File: config.mk
export PLATFORM = sky130hd
export DESIGN_NAME = line_port_ctrl
export DESIGN_NICKNAME = d
export VERILOG_FILES = /design/src/design/line_port_pkg.sv /design/src/design/line_port_ctrl.sv /design/src/design/serial_reg_port.sv
export VERILOG_INCLUDE_DIRS = /design/src /design/src/design
export SDC_FILE = /design/constraint.sdc
export NUM_CORES = 1
export LEC_CHECK = 0
export BUFFER_PORTS_ARGS = -buffer_cell sky130_fd_sc_hd__buf_4
export CELL_PAD_IN_SITES_DETAIL_PLACEMENT = 1
export CELL_PAD_IN_SITES_GLOBAL_PLACEMENT = 2
export CORE_UTILIZATION = 37
export CTS_BUF_LIST = sky130_fd_sc_hd__clkbuf_2
export DETAILED_ROUTE_END_ITERATION = 10
export PLACE_DENSITY_LB_ADDON = 0.1
export SLEW_MARGIN = 10
export SYNTH_ARGS = -nofsm -noshare
export SYNTH_HDL_FRONTEND = slang
export SYNTH_SLANG_ARGS = --single-unit
File: constraint.sdc
create_clock -name sys_clk -period 2.2 [get_ports sys_clk]
set_input_delay 0 -clock sys_clk [delete_from_list [all_inputs] [get_ports sys_clk]]
set_output_delay 0 -clock sys_clk [all_outputs]
set_load 0.01 [all_outputs]
File: src/design/line_port_params.svh
// Purpose: constants for the per-port mode and signal control bank
// Assumes: one channel per instance, 8-bit registers
// Notes:   included by bare name; definitions only
// How it works
// - Transmit power-down stops the transmitter and floats the line output pair.
// - Receive power-down bit: 0 runs the receiver, 1 powers it down; resets 0.
// - Serial interface selected: parallel clock source ignored and reads as one.
// - Parallel mode: source 0 takes framer clock in, 1 drives internal clock out.
// - Clock source and serial path bits load from the clock mode strap at reset.
// - Serial path 00: clock and data through FIFO, clock recovery bypassed.
// - Serial path 10: data through clock recovery, then through the FIFO.
// - Serial path 01: clock recovered from data, FIFO bypassed.
// - Monitor bit adds flat receive gain, only while the line uses CMI coding.
// - Transmit polarity bit inverts the transmit line output data.
// - Receive polarity bit inverts incoming line data before processing.
// - Alarm override holds lock and signal loss low, detection counters reset.
// - Remote loopback alone returns recovered receive data to the driver.
// - Local loopback feeds transmit data into the receiver input.
// - Receive clock invert: 0 launches on falling edge, 1 on rising edge.
// - Transmit clock invert: 0 captures on rising edge, 1 on falling edge.
// - FIFO reset bit returns transmit FIFO pointers to centred positions.
// - Interface select: 0 serial, 1 parallel; mode fields depend on it.
// - FIFO reset also clears the transmit FIFO phase error flag.
`ifndef LINE_PORT_PARAMS_SVH
`define LINE_PORT_PARAMS_SVH
`define REG_MODE_OFS    3'h0
`define REG_SIG_OFS     3'h1
`define PORT_ADDR_DFLT  4'h1
`define MODE_TX_PD      7
`define MODE_RX_PD      6
`define MODE_PCLK       5
`define MODE_MON        2
`define MODE_PATH_HI    4
`define MODE_PATH_LO    3
`define MODE_RSVD_RD    2'h0
`define SIG_TX_FLIP     7
`define SIG_RX_FLIP     6
`define SIG_OVERRIDE    5
`define SIG_REMOTE_LOOPBACK        4
`define SIG_LOCAL_LOOPBACK        3
`define SIG_RCLK_INV    2
`define SIG_TCLK_INV    1
`define SIG_FIFO_RST    0
`define SIG_RST         8'h00
`define CMD_LAST_BIT    5'h07
`define FRAME_LAST_BIT  5'h0f
`define LOS_LIMIT       8'h20
`define LOL_LIMIT       8'h40
`define TXCLK_HALF      4'h3
`endif

File: src/design/line_port_pkg.sv
// Purpose: shared types for the line port control bank
// Assumes: constants live in line_port_params.svh
// Notes:   one-hot state codes written out
package line_port_pkg;
  typedef enum logic [2:0] {
    SP_IDLE = 3'b001,
    SP_CMD  = 3'b010,
    SP_DATA = 3'b100
  } serial_state_t;

  typedef enum logic [1:0] {
    PATH_FIFO     = 2'b00,
    PATH_PLESIO   = 2'b01,
    PATH_CRU_FIFO = 2'b10,
    PATH_LOOP     = 2'b11
  } tx_path_t;
endpackage

File: src/design/line_port_ctrl.sv
// Purpose: one channel's mode and signal control registers and steering
// Assumes: all pins synchronous to sys_clk; line clocks sampled as levels
// Notes:   global interface select and status bank live outside
`timescale 1ns/1ps
`include "line_port_params.svh"
module line_port_ctrl #(
  parameter logic [3:0] PORT_ADDR = `PORT_ADDR_DFLT
) (
  // Clock and reset
  input  wire logic sys_clk,
  input  wire logic rst_b,
  // Serial register port
  input  wire logic regSelect_b,
  input  wire logic regClk,
  input  wire logic regDataIn,
  output logic      regDataOut,
  output logic      regDataOutEn_b,
  // Global settings and strap
  input  wire logic systemInterfaceSelect,
  input  wire logic clockModeStrap,
  input  wire logic cmiLineMode,
  // Transmit system side
  input  wire logic txSysClk,
  input  wire logic txSysData,
  input  wire logic txParallelClockIn,
  output logic      txParallelClockOut,
  output logic      txParallelClockOutEn_b,
  output logic      txCapturedData,
  // Transmit line side
  input  wire logic txLineData,
  output logic      lineOutP,
  output logic      lineOutN,
  output logic      lineOutEn_b,
  // Receive side
  input  wire logic lineInP,
  input  wire logic rxRecoveredData,
  input  wire logic rxClk,
  input  wire logic rxSysData,
  output logic      rxCoreIn,
  output logic      rxSysDataOut,
  // Alarm detection
  input  wire logic rxLockRaw,
  input  wire logic rxSignalRaw,
  output logic      rxLockLost,
  output logic      rxSignalLost,
  // Path and analog controls
  output logic      txPowerDown,
  output logic      rxPowerDown,
  output logic      rxMonitorGain,
  output logic      cruEnable,
  output logic      fifoEnable,
  output logic      loopTiming,
  output logic      fifoPointerReset,
  // FIFO error
  input  wire logic fifoErrEvent,
  output logic      fifoPhaseError
);
  logic                    txPd_ff;
  logic                    rxPd_ff;
  logic                    pclkSrc_ff;
  line_port_pkg::tx_path_t serPath_ff;
  logic                    mon_ff;
  logic [7:0]              sig_ff;
  logic                    strapPend_ff;
  logic [3:0]              cmdPort;
  logic [2:0]              cmdSub;
  logic                    cmdRead;
  logic [7:0]              wrData;
  logic                    wrStrobe;
  logic [7:0]              rdData;
  logic                    rdHit;
  logic                    wrMode;
  logic                    wrSig;
  logic                    parallel;
  logic                    master;
  logic [3:0]              divCnt_ff;
  logic                    txClkGen_ff;
  logic                    txClkLvl;
  logic                    txClkQ_ff;
  logic                    rxClkQ_ff;
  logic                    txEdge;
  logic                    rxEdge;
  logic [7:0]              losCnt_ff;
  logic [7:0]              lolCnt_ff;
  logic                    override;

  function automatic logic hits(input logic [3:0] port,
                                input logic [2:0] sub,
                                input logic [2:0] ofs);
    hits = (port == PORT_ADDR) && (sub == ofs);
  endfunction

  function automatic logic [7:0] satInc(input logic [7:0] cnt,
                                        input logic [7:0] lim);
    satInc = (cnt == lim) ? cnt : cnt + 8'h01;
  endfunction

  serial_reg_port u_port (
    .sys_clk        (sys_clk),
    .rst_b          (rst_b),
    .regSelect_b    (regSelect_b),
    .regClk         (regClk),
    .regDataIn      (regDataIn),
    .regDataOut     (regDataOut),
    .regDataOutEn_b (regDataOutEn_b),
    .cmdPort        (cmdPort),
    .cmdSub         (cmdSub),
    .cmdRead        (cmdRead),
    .wrData         (wrData),
    .wrStrobe       (wrStrobe),
    .rdData         (rdData),
    .rdHit          (rdHit)
  );

  assign parallel = systemInterfaceSelect;
  assign master = parallel & pclkSrc_ff;
  assign override = sig_ff[`SIG_OVERRIDE];
  assign wrMode = wrStrobe & ~cmdRead & hits(cmdPort, cmdSub, `REG_MODE_OFS);
  assign wrSig = wrStrobe & ~cmdRead & hits(cmdPort, cmdSub, `REG_SIG_OFS);

  // Register bank; strap values land on the first edge after release
  always_ff @(posedge sys_clk or negedge rst_b) begin
    if (!rst_b) begin
      txPd_ff <= 1'b0;
      rxPd_ff <= 1'b0;
      pclkSrc_ff <= 1'b0;
      serPath_ff <= line_port_pkg::PATH_FIFO;
      mon_ff <= 1'b0;
      strapPend_ff <= 1'b1;
    end else if (strapPend_ff) begin
      strapPend_ff <= 1'b0;
      pclkSrc_ff <= clockModeStrap;
      serPath_ff <= clockModeStrap ? line_port_pkg::PATH_PLESIO
                                   : line_port_pkg::PATH_FIFO;
    end else if (wrMode) begin
      txPd_ff <= wrData[`MODE_TX_PD];
      rxPd_ff <= wrData[`MODE_RX_PD];
      pclkSrc_ff <= wrData[`MODE_PCLK];
      serPath_ff <= line_port_pkg::tx_path_t'(
                      wrData[`MODE_PATH_HI:`MODE_PATH_LO]);
      mon_ff <= wrData[`MODE_MON];
    end
  end

  always_ff @(posedge sys_clk or negedge rst_b) begin
    if (!rst_b) begin
      sig_ff <= `SIG_RST;
    end else if (wrSig) begin
      sig_ff <= wrData;
    end
  end

  // Read side; only this port's two offsets answer
  always_comb begin
    rdHit = hits(cmdPort, cmdSub, `REG_MODE_OFS) |
            hits(cmdPort, cmdSub, `REG_SIG_OFS);
    if (cmdSub == `REG_MODE_OFS) begin
      rdData = {txPd_ff, rxPd_ff, pclkSrc_ff | ~parallel,
                serPath_ff, mon_ff, `MODE_RSVD_RD};
    end else begin
      rdData = sig_ff;
    end
  end

  // Transmit clock: framer clock in or divided internal clock out
  always_ff @(posedge sys_clk or negedge rst_b) begin
    if (!rst_b) begin
      divCnt_ff <= 4'h0;
      txClkGen_ff <= 1'b0;
    end else if (!master) begin
      divCnt_ff <= 4'h0;
      txClkGen_ff <= 1'b0;
    end else if (divCnt_ff == `TXCLK_HALF) begin
      divCnt_ff <= 4'h0;
      txClkGen_ff <= ~txClkGen_ff;
    end else begin
      divCnt_ff <= divCnt_ff + 4'h1;
    end
  end

  assign txParallelClockOut = txClkGen_ff;
  assign txParallelClockOutEn_b = ~master;
  assign txClkLvl = master ? txClkGen_ff
                  : (parallel ? txParallelClockIn : txSysClk);
  assign txEdge = sig_ff[`SIG_TCLK_INV] ? (txClkQ_ff & ~txClkLvl)
                                        : (~txClkQ_ff & txClkLvl);
  assign rxEdge = sig_ff[`SIG_RCLK_INV] ? (~rxClkQ_ff & rxClk)
                                        : (rxClkQ_ff & ~rxClk);

  // Capture and launch on the selected edges
  always_ff @(posedge sys_clk or negedge rst_b) begin
    if (!rst_b) begin
      txClkQ_ff <= 1'b0;
      rxClkQ_ff <= 1'b0;
      txCapturedData <= 1'b0;
      rxSysDataOut <= 1'b0;
    end else begin
      txClkQ_ff <= txClkLvl;
      rxClkQ_ff <= rxClk;
      if (txEdge) begin
        txCapturedData <= txSysData;
      end
      if (rxEdge) begin
        rxSysDataOut <= rxSysData;
      end
    end
  end

  // Line side steering: loopbacks, polarity, power-down
  always_ff @(posedge sys_clk or negedge rst_b) begin
    if (!rst_b) begin
      lineOutP <= 1'b0;
      lineOutN <= 1'b0;
      lineOutEn_b <= 1'b1;
      rxCoreIn <= 1'b0;
      rxMonitorGain <= 1'b0;
    end else begin
      lineOutEn_b <= txPd_ff;
      if (txPd_ff) begin
        lineOutP <= 1'b0;
        lineOutN <= 1'b0;
      end else if (sig_ff[`SIG_REMOTE_LOOPBACK] && !sig_ff[`SIG_LOCAL_LOOPBACK]) begin
        lineOutP <= rxRecoveredData ^ sig_ff[`SIG_TX_FLIP];
        lineOutN <= ~(rxRecoveredData ^ sig_ff[`SIG_TX_FLIP]);
      end else begin
        lineOutP <= txLineData ^ sig_ff[`SIG_TX_FLIP];
        lineOutN <= ~(txLineData ^ sig_ff[`SIG_TX_FLIP]);
      end
      if (rxPd_ff) begin
        rxCoreIn <= 1'b0;
      end else if (sig_ff[`SIG_LOCAL_LOOPBACK]) begin
        rxCoreIn <= txLineData;
      end else begin
        rxCoreIn <= lineInP ^ sig_ff[`SIG_RX_FLIP];
      end
      // Gain stage has no meaning on the NRZ optical path
      rxMonitorGain <= mon_ff & cmiLineMode & ~rxPd_ff;
    end
  end

  assign txPowerDown = txPd_ff;
  assign rxPowerDown = rxPd_ff;

  // Serial routing; parallel mode always runs through the FIFO
  always_ff @(posedge sys_clk or negedge rst_b) begin
    if (!rst_b) begin
      cruEnable <= 1'b0;
      fifoEnable <= 1'b1;
      loopTiming <= 1'b0;
    end else if (parallel) begin
      cruEnable <= 1'b0;
      fifoEnable <= 1'b1;
      loopTiming <= 1'b0;
    end else begin
      case (serPath_ff)
        line_port_pkg::PATH_FIFO: begin
          cruEnable <= 1'b0;
          fifoEnable <= 1'b1;
          loopTiming <= 1'b0;
        end
        line_port_pkg::PATH_CRU_FIFO: begin
          cruEnable <= 1'b1;
          fifoEnable <= 1'b1;
          loopTiming <= 1'b0;
        end
        line_port_pkg::PATH_PLESIO: begin
          cruEnable <= 1'b1;
          fifoEnable <= 1'b0;
          loopTiming <= 1'b0;
        end
        line_port_pkg::PATH_LOOP: begin
          cruEnable <= 1'b0;
          fifoEnable <= 1'b1;
          loopTiming <= 1'b1;
        end
        default: begin
          cruEnable <= 1'b0;
          fifoEnable <= 1'b1;
          loopTiming <= 1'b0;
        end
      endcase
    end
  end

  // Loss detectors; override keeps them quiet and counters cleared
  always_ff @(posedge sys_clk or negedge rst_b) begin
    if (!rst_b) begin
      losCnt_ff <= 8'h00;
      lolCnt_ff <= 8'h00;
      rxSignalLost <= 1'b0;
      rxLockLost <= 1'b0;
    end else if (override) begin
      losCnt_ff <= 8'h00;
      lolCnt_ff <= 8'h00;
      rxSignalLost <= 1'b0;
      rxLockLost <= 1'b0;
    end else begin
      losCnt_ff <= rxSignalRaw ? satInc(losCnt_ff, `LOS_LIMIT) : 8'h00;
      lolCnt_ff <= rxLockRaw ? satInc(lolCnt_ff, `LOL_LIMIT) : 8'h00;
      rxSignalLost <= losCnt_ff == `LOS_LIMIT;
      rxLockLost <= lolCnt_ff == `LOL_LIMIT;
    end
  end

  // FIFO reset is a level held while the bit is one
  always_ff @(posedge sys_clk or negedge rst_b) begin
    if (!rst_b) begin
      fifoPointerReset <= 1'b0;
      fifoPhaseError <= 1'b0;
    end else begin
      fifoPointerReset <= sig_ff[`SIG_FIFO_RST];
      if (sig_ff[`SIG_FIFO_RST]) begin
        fifoPhaseError <= 1'b0;
      end else if (fifoErrEvent) begin
        fifoPhaseError <= 1'b1;
      end
    end
  end
endmodule

File: src/design/serial_reg_port.sv
// Purpose: serial register port slave: command byte then data byte
// Assumes: pins synchronous to sys_clk, port clock much slower
// Notes:   MSB first; device samples on rise, shifts out on fall
`timescale 1ns/1ps
`include "line_port_params.svh"
module serial_reg_port (
  // Clock and reset
  input  wire logic       sys_clk,
  input  wire logic       rst_b,
  // Port pins
  input  wire logic       regSelect_b,
  input  wire logic       regClk,
  input  wire logic       regDataIn,
  output logic            regDataOut,
  output logic            regDataOutEn_b,
  // Decoded access
  output logic [3:0]      cmdPort,
  output logic [2:0]      cmdSub,
  output logic            cmdRead,
  output logic [7:0]      wrData,
  output logic            wrStrobe,
  input  wire logic [7:0] rdData,
  input  wire logic       rdHit
);
  line_port_pkg::serial_state_t state_ff;
  logic       regClkQ_ff;
  logic [4:0] bitCnt_ff;
  logic [7:0] shiftIn_ff;
  logic [7:0] cmd_ff;
  logic [7:0] shiftOut_ff;
  logic       drive_ff;
  logic       fetch_ff;
  logic       rise;
  logic       fall;

  assign rise = regClk & ~regClkQ_ff;
  assign fall = ~regClk & regClkQ_ff;
  assign cmdRead = cmd_ff[7];
  assign cmdPort = cmd_ff[6:3];
  assign cmdSub = cmd_ff[2:0];
  assign regDataOut = shiftOut_ff[7];
  assign regDataOutEn_b = ~drive_ff;

  always_ff @(posedge sys_clk or negedge rst_b) begin
    if (!rst_b) begin
      regClkQ_ff <= 1'b0;
    end else begin
      regClkQ_ff <= regClk;
    end
  end

  always_ff @(posedge sys_clk or negedge rst_b) begin
    if (!rst_b) begin
      state_ff <= line_port_pkg::SP_IDLE;
      bitCnt_ff <= 5'h00;
    end else if (regSelect_b) begin
      state_ff <= line_port_pkg::SP_IDLE;
      bitCnt_ff <= 5'h00;
    end else begin
      if (rise && state_ff != line_port_pkg::SP_IDLE) begin
        bitCnt_ff <= bitCnt_ff + 5'h01;
      end
      case (state_ff)
        line_port_pkg::SP_IDLE: begin
          // A finished frame leaves the count nonzero until deselect
          if (bitCnt_ff == 5'h00) begin
            state_ff <= line_port_pkg::SP_CMD;
          end
        end
        line_port_pkg::SP_CMD: begin
          if (rise && bitCnt_ff == `CMD_LAST_BIT) begin
            state_ff <= line_port_pkg::SP_DATA;
          end
        end
        line_port_pkg::SP_DATA: begin
          if (rise && bitCnt_ff == `FRAME_LAST_BIT) begin
            state_ff <= line_port_pkg::SP_IDLE;
          end
        end
        default: state_ff <= line_port_pkg::SP_IDLE;
      endcase
    end
  end

  always_ff @(posedge sys_clk or negedge rst_b) begin
    if (!rst_b) begin
      shiftIn_ff <= 8'h00;
      cmd_ff <= 8'h00;
      fetch_ff <= 1'b0;
      wrStrobe <= 1'b0;
      wrData <= 8'h00;
    end else begin
      fetch_ff <= 1'b0;
      wrStrobe <= 1'b0;
      if (rise && !regSelect_b) begin
        shiftIn_ff <= {shiftIn_ff[6:0], regDataIn};
        if (state_ff == line_port_pkg::SP_CMD &&
            bitCnt_ff == `CMD_LAST_BIT) begin
          cmd_ff <= {shiftIn_ff[6:0], regDataIn};
          fetch_ff <= shiftIn_ff[6];
        end
        if (state_ff == line_port_pkg::SP_DATA &&
            bitCnt_ff == `FRAME_LAST_BIT && !cmd_ff[7]) begin
          wrData <= {shiftIn_ff[6:0], regDataIn};
          wrStrobe <= 1'b1;
        end
      end
    end
  end

  // Unmatched port addresses never drive the data pin
  always_ff @(posedge sys_clk or negedge rst_b) begin
    if (!rst_b) begin
      shiftOut_ff <= 8'h00;
      drive_ff <= 1'b0;
    end else if (regSelect_b) begin
      drive_ff <= 1'b0;
    end else if (fetch_ff) begin
      shiftOut_ff <= rdData;
      drive_ff <= rdHit;
    end else if (fall && bitCnt_ff > `CMD_LAST_BIT + 5'h01) begin
      shiftOut_ff <= {shiftOut_ff[6:0], 1'b0};
    end
  end
endmodule

# [Word level (Yosys, flattened, before mapping)]
# Cells that the tools add are included.
# Widths: inputs -> output; s select.
[classes] add_sub_neg=4 magnitude_cmp=1 eq_ne=20 muxes=51 bitwise_logic=33 n_reduce_logical=31
[ops] op="$mux 8" count=9
[ops] op="$mux 1" count=28
[ops] op="$add 8x1->8 const B" count=2
[ops] op="$not 1->1" count=16
[ops] op="$and 1x1->1" count=12
[ops] op="$mux 3" count=4
[ops] op="$logic_and 1x1->1" count=11
[ops] op="$mux 5" count=2
[ops] op="$reduce_bool 2->1" count=5
[ops] op="$ne 3x2->1 const B" count=3
[ops] op="$pmux 3 s3" count=1
[ops] op="$eq 8x6->1 const B" count=1
[ops] op="$eq 8x7->1 const B" count=1
[ops] op="$mux 4" count=2
[ops] op="$reduce_and 2->1" count=4
[ops] op="$eq 3x1->1 const B" count=2
[ops] op="$ne 3x3->1 const B" count=2
[ops] op="$pmux 1 s2" count=3
[ops] op="$reduce_or 3->1" count=2
[ops] op="$add 5x1->5 const B" count=1
[ops] op="$eq 5x3->1 const B" count=1
[ops] op="$eq 5x4->1 const B" count=1
[ops] op="$gt 5x4->1 const B" count=1
[ops] op="$logic_not 5->1" count=1
[ops] op="other kinds (17)" count=25
[totals] register_bits=95

# [Logic depth before layout (Yosys ltp)]
[logic_depth] ltp_word=6 depth_mapped=7 ltp_nobuf=6

# [By module]
# From an unflattened synthesis, not the netlist that was laid out.
[hier_totals] hier_cells=395 hier_area_um2=4524.3
[by_module_without_submodules] mod="line_port_ctrl" n_inst=1 cells_each=215 area_each_um2=2433.6
[by_module_without_submodules] mod="serial_reg_port" n_inst=1 cells_each=180 area_each_um2=2090.8

# [Worst setup path before layout]
# Ideal clock, no wire load.
[synth_timing] path_type="register to register" from="register u_port.bitCnt_ff[0]" to="register u_port.wrData[0]" arrival_ns=1.909 required_ns=2.075 path_slack_ns=0.166 path_stages_with_launch=8 path_cell_list="dfrtp_1 > ha_1 > and3_1 > ha_1 > nand3b_1 > or4_1 > clkbuf_1 > mux2_2"
[synth_between] elab_chain_len=4
[synth_rtl] item="from (decl)" line_no="serial_reg_port.sv:27" source="logic [4:0] bitCnt_ff;"
[synth_rtl] item="from (signal assigned)" line_no="serial_reg_port.sv:61" source="bitCnt_ff <= bitCnt_ff + 5'h01;"
[synth_rtl] item="$eq 5x4->1 (no source line)"
[synth_rtl] item="$logic_and 1x1->1 (no source line)"
[synth_rtl] item="$logic_and 1x1->1" line_no="serial_reg_port.sv:102" source="if (state_ff == line_port_pkg::SP_DATA &&"
[synth_rtl] item="$reduce_and 2->1 (no source line)"
[synth_rtl] item="to (signal assigned)" line_no="serial_reg_port.sv:104" source="wrData <= {shiftIn_ff[6:0], regDataIn};"
[synth_rtl] item="to (decl)" line_no="serial_reg_port.sv:20" source="output logic [7:0] wrData,"
# Every way passes these cells.
# A chain may end at the register's enable or synchronous reset.

# [Worst setup path in the final report]
[layout_timing] from="register pclkSrc_ff" to="register txCapturedData"
[layout_between] elab_chain_len=5 elab_cells_between_ends=6 classes_between="mux: 2; bitwise: 4"
[layout_rtl] item="from (decl)" line_no="line_port_ctrl.sv:60" source="logic pclkSrc_ff;"
[layout_rtl] item="from (signal assigned)" line_no="line_port_ctrl.sv:132" source="pclkSrc_ff <= clockModeStrap;"
[layout_rtl] item="from (signal assigned)" line_no="line_port_ctrl.sv:138" source="pclkSrc_ff <= wrData[`MODE_PCLK];"
[layout_rtl] item="$and 1x1->1 (*)" line_no="line_port_ctrl.sv:116" source="assign master = parallel & pclkSrc_ff;"
[layout_rtl] item="$mux 1 (*)" line_no="line_port_ctrl.sv:183" source="assign txClkLvl = master ? txClkGen_ff"
[layout_rtl] item="$not 1->1" line_no="line_port_ctrl.sv:185" source="assign txEdge = sig_ff[`SIG_TCLK_INV] ? (txClkQ_ff & ~txClkLvl)"
[layout_rtl] item="$and 1x1->1" line_no="line_port_ctrl.sv:185"
[layout_rtl] item="$mux 1 (*)" line_no="line_port_ctrl.sv:185"
[layout_rtl] item="to (signal assigned)" line_no="line_port_ctrl.sv:201" source="txCapturedData <= txSysData;"
[layout_rtl] item="to (decl)" line_no="line_port_ctrl.sv:28" source="output logic txCapturedData,"
# Mark *: on every way between the ends. The rest lies on a longest branch, timed or not.

==> results by stage <==
Pwr:
- The completed layout was analyzed and its total power is 3584 µW.
- The internal portion of total power is 2594 µW.
- In this run the power spent charging and discharging nets is 989.5 µW.
- The proportion of power drawn by the clock network is 27.6%.
- Of the total power, the share spent switching nets is 27.61%.
- The logic gate share of total power is 14.1%.
- The leakage power total is 0.002374 µW.
- The sequential power share is 58.3%.
- The maximum VDD drop is 0.3925 mV.
- In this run the power density over the cells is 702.2 mW/mm².

Hold path:
- The kind of path behind the tightest hold check is input pin to flop.
- The number of cells on the worst hold path is 2.
- The path with the worst hold slack has its endpoint at u_port.regClkQ_ff.
- The startpoint of the lowest-slack hold path is regClk.

Route:
- Wires add up to 8.990 mm.
- After detailed routing, the number of remaining DRC violations is 0.
- The length of the first detailed-routing pass in iterations is 5.
- After detailed routing, the average wire length per cell comes to 15.39 µm.
- Using the TritonRoute via totals, the vias-per-cell ratio works out to 4.959.
- The final route contains 2,896 vias.
- The count of nets left with antenna violations after detail routing is 0.
- After the first detailed-routing iteration, the DRC count stood at 74.

Timing:
- The share of the clock period used by the worst path after layout is 93.29%.
- Headroom to the max-slew limit came out at 58.24%.
- Across the routed clock network, the largest skew measured is 0.02730 ns.
- Setup repair after global routing left no endpoint under its margin.
- In the final timing run, aggregate negative setup slack is 0 ns.
- The pin slew with the least headroom to its limit is 0.6180 ns.
- For this run, the top clock speed supported by timing is 487.2 MHz.
- The worst hold margin is 0.09894 ns.
- The final-report max-slew violation count is 0.
- Setup violations remaining at the end of the flow were counted as 0.
- The final hold violation count is 0.
- The shortest period the worst path allows is 2.052 ns.

Global route:
- Summed over all layers, the global routing overflow is 0.
- The largest net degree at the start of global routing is 96.
- Global routing consumed, over all layers together, 17.44% of the routing resources.
- The first global-routing pass estimated 15.79 mm of wire.
- The initial antenna violation count is 0.
- The number of global-route vias before repair came to 3,198.

Floorplan:
- The placeable core region is 0.01094 mm².
- The count of boundary I/O pins is 39.
- The die is 108.6 µm tall.
- The die area is 0.01179 mm².
- Row generation in the floorplan step produced 38 rows.
- The initial utilization of the core area, before any placement, comes to 38.43%.
- In this run the horizontal extent of the chip is 108.6 µm.

Synthesis:
- The average cell area after synthesis is 11.61 µm².
- Summing every instance area after synthesis gives 0.004203 mm².
- In the post-synthesis netlist, the biggest area contributors are dfrtp_1 54%, mux2_2 9.6%, nor2_1 3.4%, ha_1 3.0%, dfstp_2 2.5%.
- The Yosys step of the flow raised 0 warnings.
- The most numerous cell in the Yosys netlist is dfrtp_1.
- The dominant cell type by area after synthesis is dfrtp_1.
- The prevailing post-synth register cell is dfrtp_1.
- The proportion of synthesized flip-flops having asynchronous set or reset is 100.0%.
- The number of different library cells in the post-synthesis netlist is 42.
- The commonest cells after synthesis are 91 x dfrtp_1, 38 x nor2_1, 36 x mux2_2.
- The fraction of synthesized cell area taken by the top area cell type is 54.18%.
- The number of nets handed over by synthesis was 391.
- For this run, the register share of the synthesized area comes to 56.68%.
- In the synthesized netlist, the number of instances is 362.
- The synthesized design contains 0 enable-type register cells.
- After synthesis the netlist holds a flip-flop and latch count of 95.

Critical path:
- On the critical path the largest part of the delay comes from compound AO/OA/AOI/OAI gates.
- Walking the worst path, the cells encountered are mux2_2 -> a2111oi_0 -> o21ai_0 -> o211a_1 -> dlygate4sd3_1.
- The buffer and inverter count on the worst path is 1.
- The worst register-to-register path begins at pclkSrc_ff.
- The cell with the largest stage delay on the worst path is dlygate4sd3_1.
- Along the worst path, the maximum fanout reaches 3.
- The worst setup slack for register-to-register paths is 0.15 ns.
- The endpoint kind of the worst setup timing path is a flop.
- The startpoint class of the critical path is a flop.
- For the worst flop-to-flop path, the logic depth is 5.
- On the worst path, the slowest cell contributes a delay of 0.55 ns.
- The required arrival time at the worst endpoint is 2.69 ns.
- The arrival time at the worst endpoint is 2.55 ns.
- The critical register-to-register path endpoint is txCapturedData.
- The critical setup path kind is flop to flop.

Clocking:
- The number of CTS-inserted buffers is 9.
- CTS saw 95 sinks.
- TritonCTS built the clock tree.
- The root buffer cell chosen for the clock tree is clkbuf_2.
- Clock-pin slew was measured on the worst setup and hold paths at 0.26 ns.
- Clock latency on the worst-skew pair, taken at its later pin, is 0.57 ns.
- The H-tree level count is 3.
- The maximum clock path buffer count is 2.

Finish:
- In the final design database the tool counted 468 nets.
- The fraction of final layout cells sized beyond drive strength 1 is 26.13%.
- The diode insertion count for antenna repair is 0.
- The area overhead of the layout relative to synthesis is 21.43%.
- The post-route non-filler standard cell count is 584.

Outcome:
- The run finished with clean final reports.

Placed design:
- The detailed placer's ending HPWL is 6.390 mm.
- After detailed placement, the design holds a cell count of 546.
- Routability-driven placement finished with a final weighted congestion of 0.7497.
- The port buffer count is 38.

Run:
- Max-cap violations in this run came to 0.
==> repair_timing <==
action,CTS,global route
resized for setup,0,1
hold buffers,20,0
hold endpoints to repair,150,0
buffers inserted,0,2
setup endpoints to repair,0,9
==> kinds of logic (layout without fill, tap and decap cells) <==
| logic type | after synthesis | in the layout | share of synthesized area, % |
|---|---|---|---|
| simple gates | 135 | 135 | 17.09 |
| flops | 95 | 95 | 56.68 |
| mux | 41 | 41 | 10.84 |
| compound gates | 38 | 38 | 6.431 |
| buf+inv | 24 | 106 | 2.143 |
| xor+xnor | 18 | 18 | 3.751 |
| fa+ha+maj | 10 | 10 | 2.977 |
| other cells | 1 | 1 | 0.08923 |
==> layout make-up <==
| cell class | instances | area [µm²] |
|---|---|---|
| fillers | 1193 | 5832 |
| clock inverters | 7 | 96.34 |
| inverters | 18 | 67.56 |
| well taps | 140 | 175.2 |
| repair buffers | 72 | 603.1 |
| multi-input cells | 243 | 1734 |
| clock buffers | 9 | 45.04 |
| flip-flops and latches | 95 | 2382 |
==> metal layers <==
metal / GRT usage, % / share of wire (%)
met2: 27.67 / 46
met1: 23.71 / 50
met5: 0 / 0
met4: 6.950 / 1.7
met3: 2.893 / 2.2
==> power by group through the flow <==
stage	combinational, µW	sequential (µW)	clock (µW)
6_report	504	2090	990
5_1_grt	574	2120	1110
4_1_cts	511	2100	1040
3_5_place_dp	477	2130	0
3_3_place_gp	464	2120	0
2_1_floorplan	302	2070	0
==> worst max-delay path by stage <==
stage	from	to	slack, ns	depth (start not counted)
3_3_place_gp	u_port.bitCnt_ff[1]	u_port.wrData[1]	0.11	6
4_1_cts	u_port.bitCnt_ff[1]	u_port.wrData[3]	0.03	6
3_5_place_dp	u_port.bitCnt_ff[1]	u_port.wrData[4]	0.04	6
2_1_floorplan	u_port.bitCnt_ff[0]	u_port.wrData[0]	0.17	7
5_1_grt	pclkSrc_ff	txCapturedData	0.03	5
6_report	pclkSrc_ff	txCapturedData	0.15	5
==> registers in the layout, indices dropped and copies added, names as in the netlist, 2 cells and up <==
name and cells:
losCnt_ff 8, u_port.state_ff 3, serPath_ff 2, u_port.bitCnt_ff 5, sig_ff 8, lolCnt_ff 8
u_port.cmd_ff 8, u_port.shiftOut_ff 8, u_port.wrData 8, u_port.shiftIn_ff 7, divCnt_ff 4
==> worst register-to-register path, stage by stage, from the launching register on <==
cell           delay, ns
dfrtp_1             0.44
mux2_2              0.35
a2111oi_0           0.39
o21ai_0             0.13
o211a_1             0.12
dlygate4sd3_1       0.55
==> through the flow <==
step	utilization, %	instance area (µm²)	setup slack, ns
2_1_floorplan	-	4203	0.1660
3_3_place_gp	43.38	4743	0.1139
3_5_place_dp	43.38	4743	0.04356
4_1_cts	46.50	5085	0.02605
5_1_grt	46.67	5104	0.02752
6_report	46.67	5104	0.1476
==> layout by cell type, fill, tap and decap left out, drive strengths merged, types with 3 or more instances in the layout <==
| cell | synthesis | layout |
|---|---|---|
| nor4 | 4 | 4 |
| o221a | 5 | 5 |
| and3 | 7 | 7 |
| nor2 | 38 | 38 |
| nand2 | 19 | 19 |
| nor2b | 6 | 6 |
| or4 | 4 | 4 |
| nand3 | 21 | 21 |
| xor2 | 10 | 10 |
| buf | 0 | 52 |
| inv | 18 | 19 |
| clkbuf | 6 | 9 |
| nand2b | 12 | 12 |
| o21ai | 5 | 5 |
| mux2 | 36 | 36 |
| mux2i | 5 | 5 |
| nor4b | 3 | 3 |
| nor3 | 6 | 6 |
| a21oi | 11 | 11 |
| xnor2 | 8 | 8 |
| dlygate4sd3 | 0 | 20 |
| nand3b | 6 | 6 |
| ha | 10 | 10 |
| dfrtp | 91 | 91 |
| dfstp | 4 | 4 |
| a211oi | 7 | 7 |
| nor3b | 4 | 4 |
Note: power is estimated with default switching activity, not from simulation.
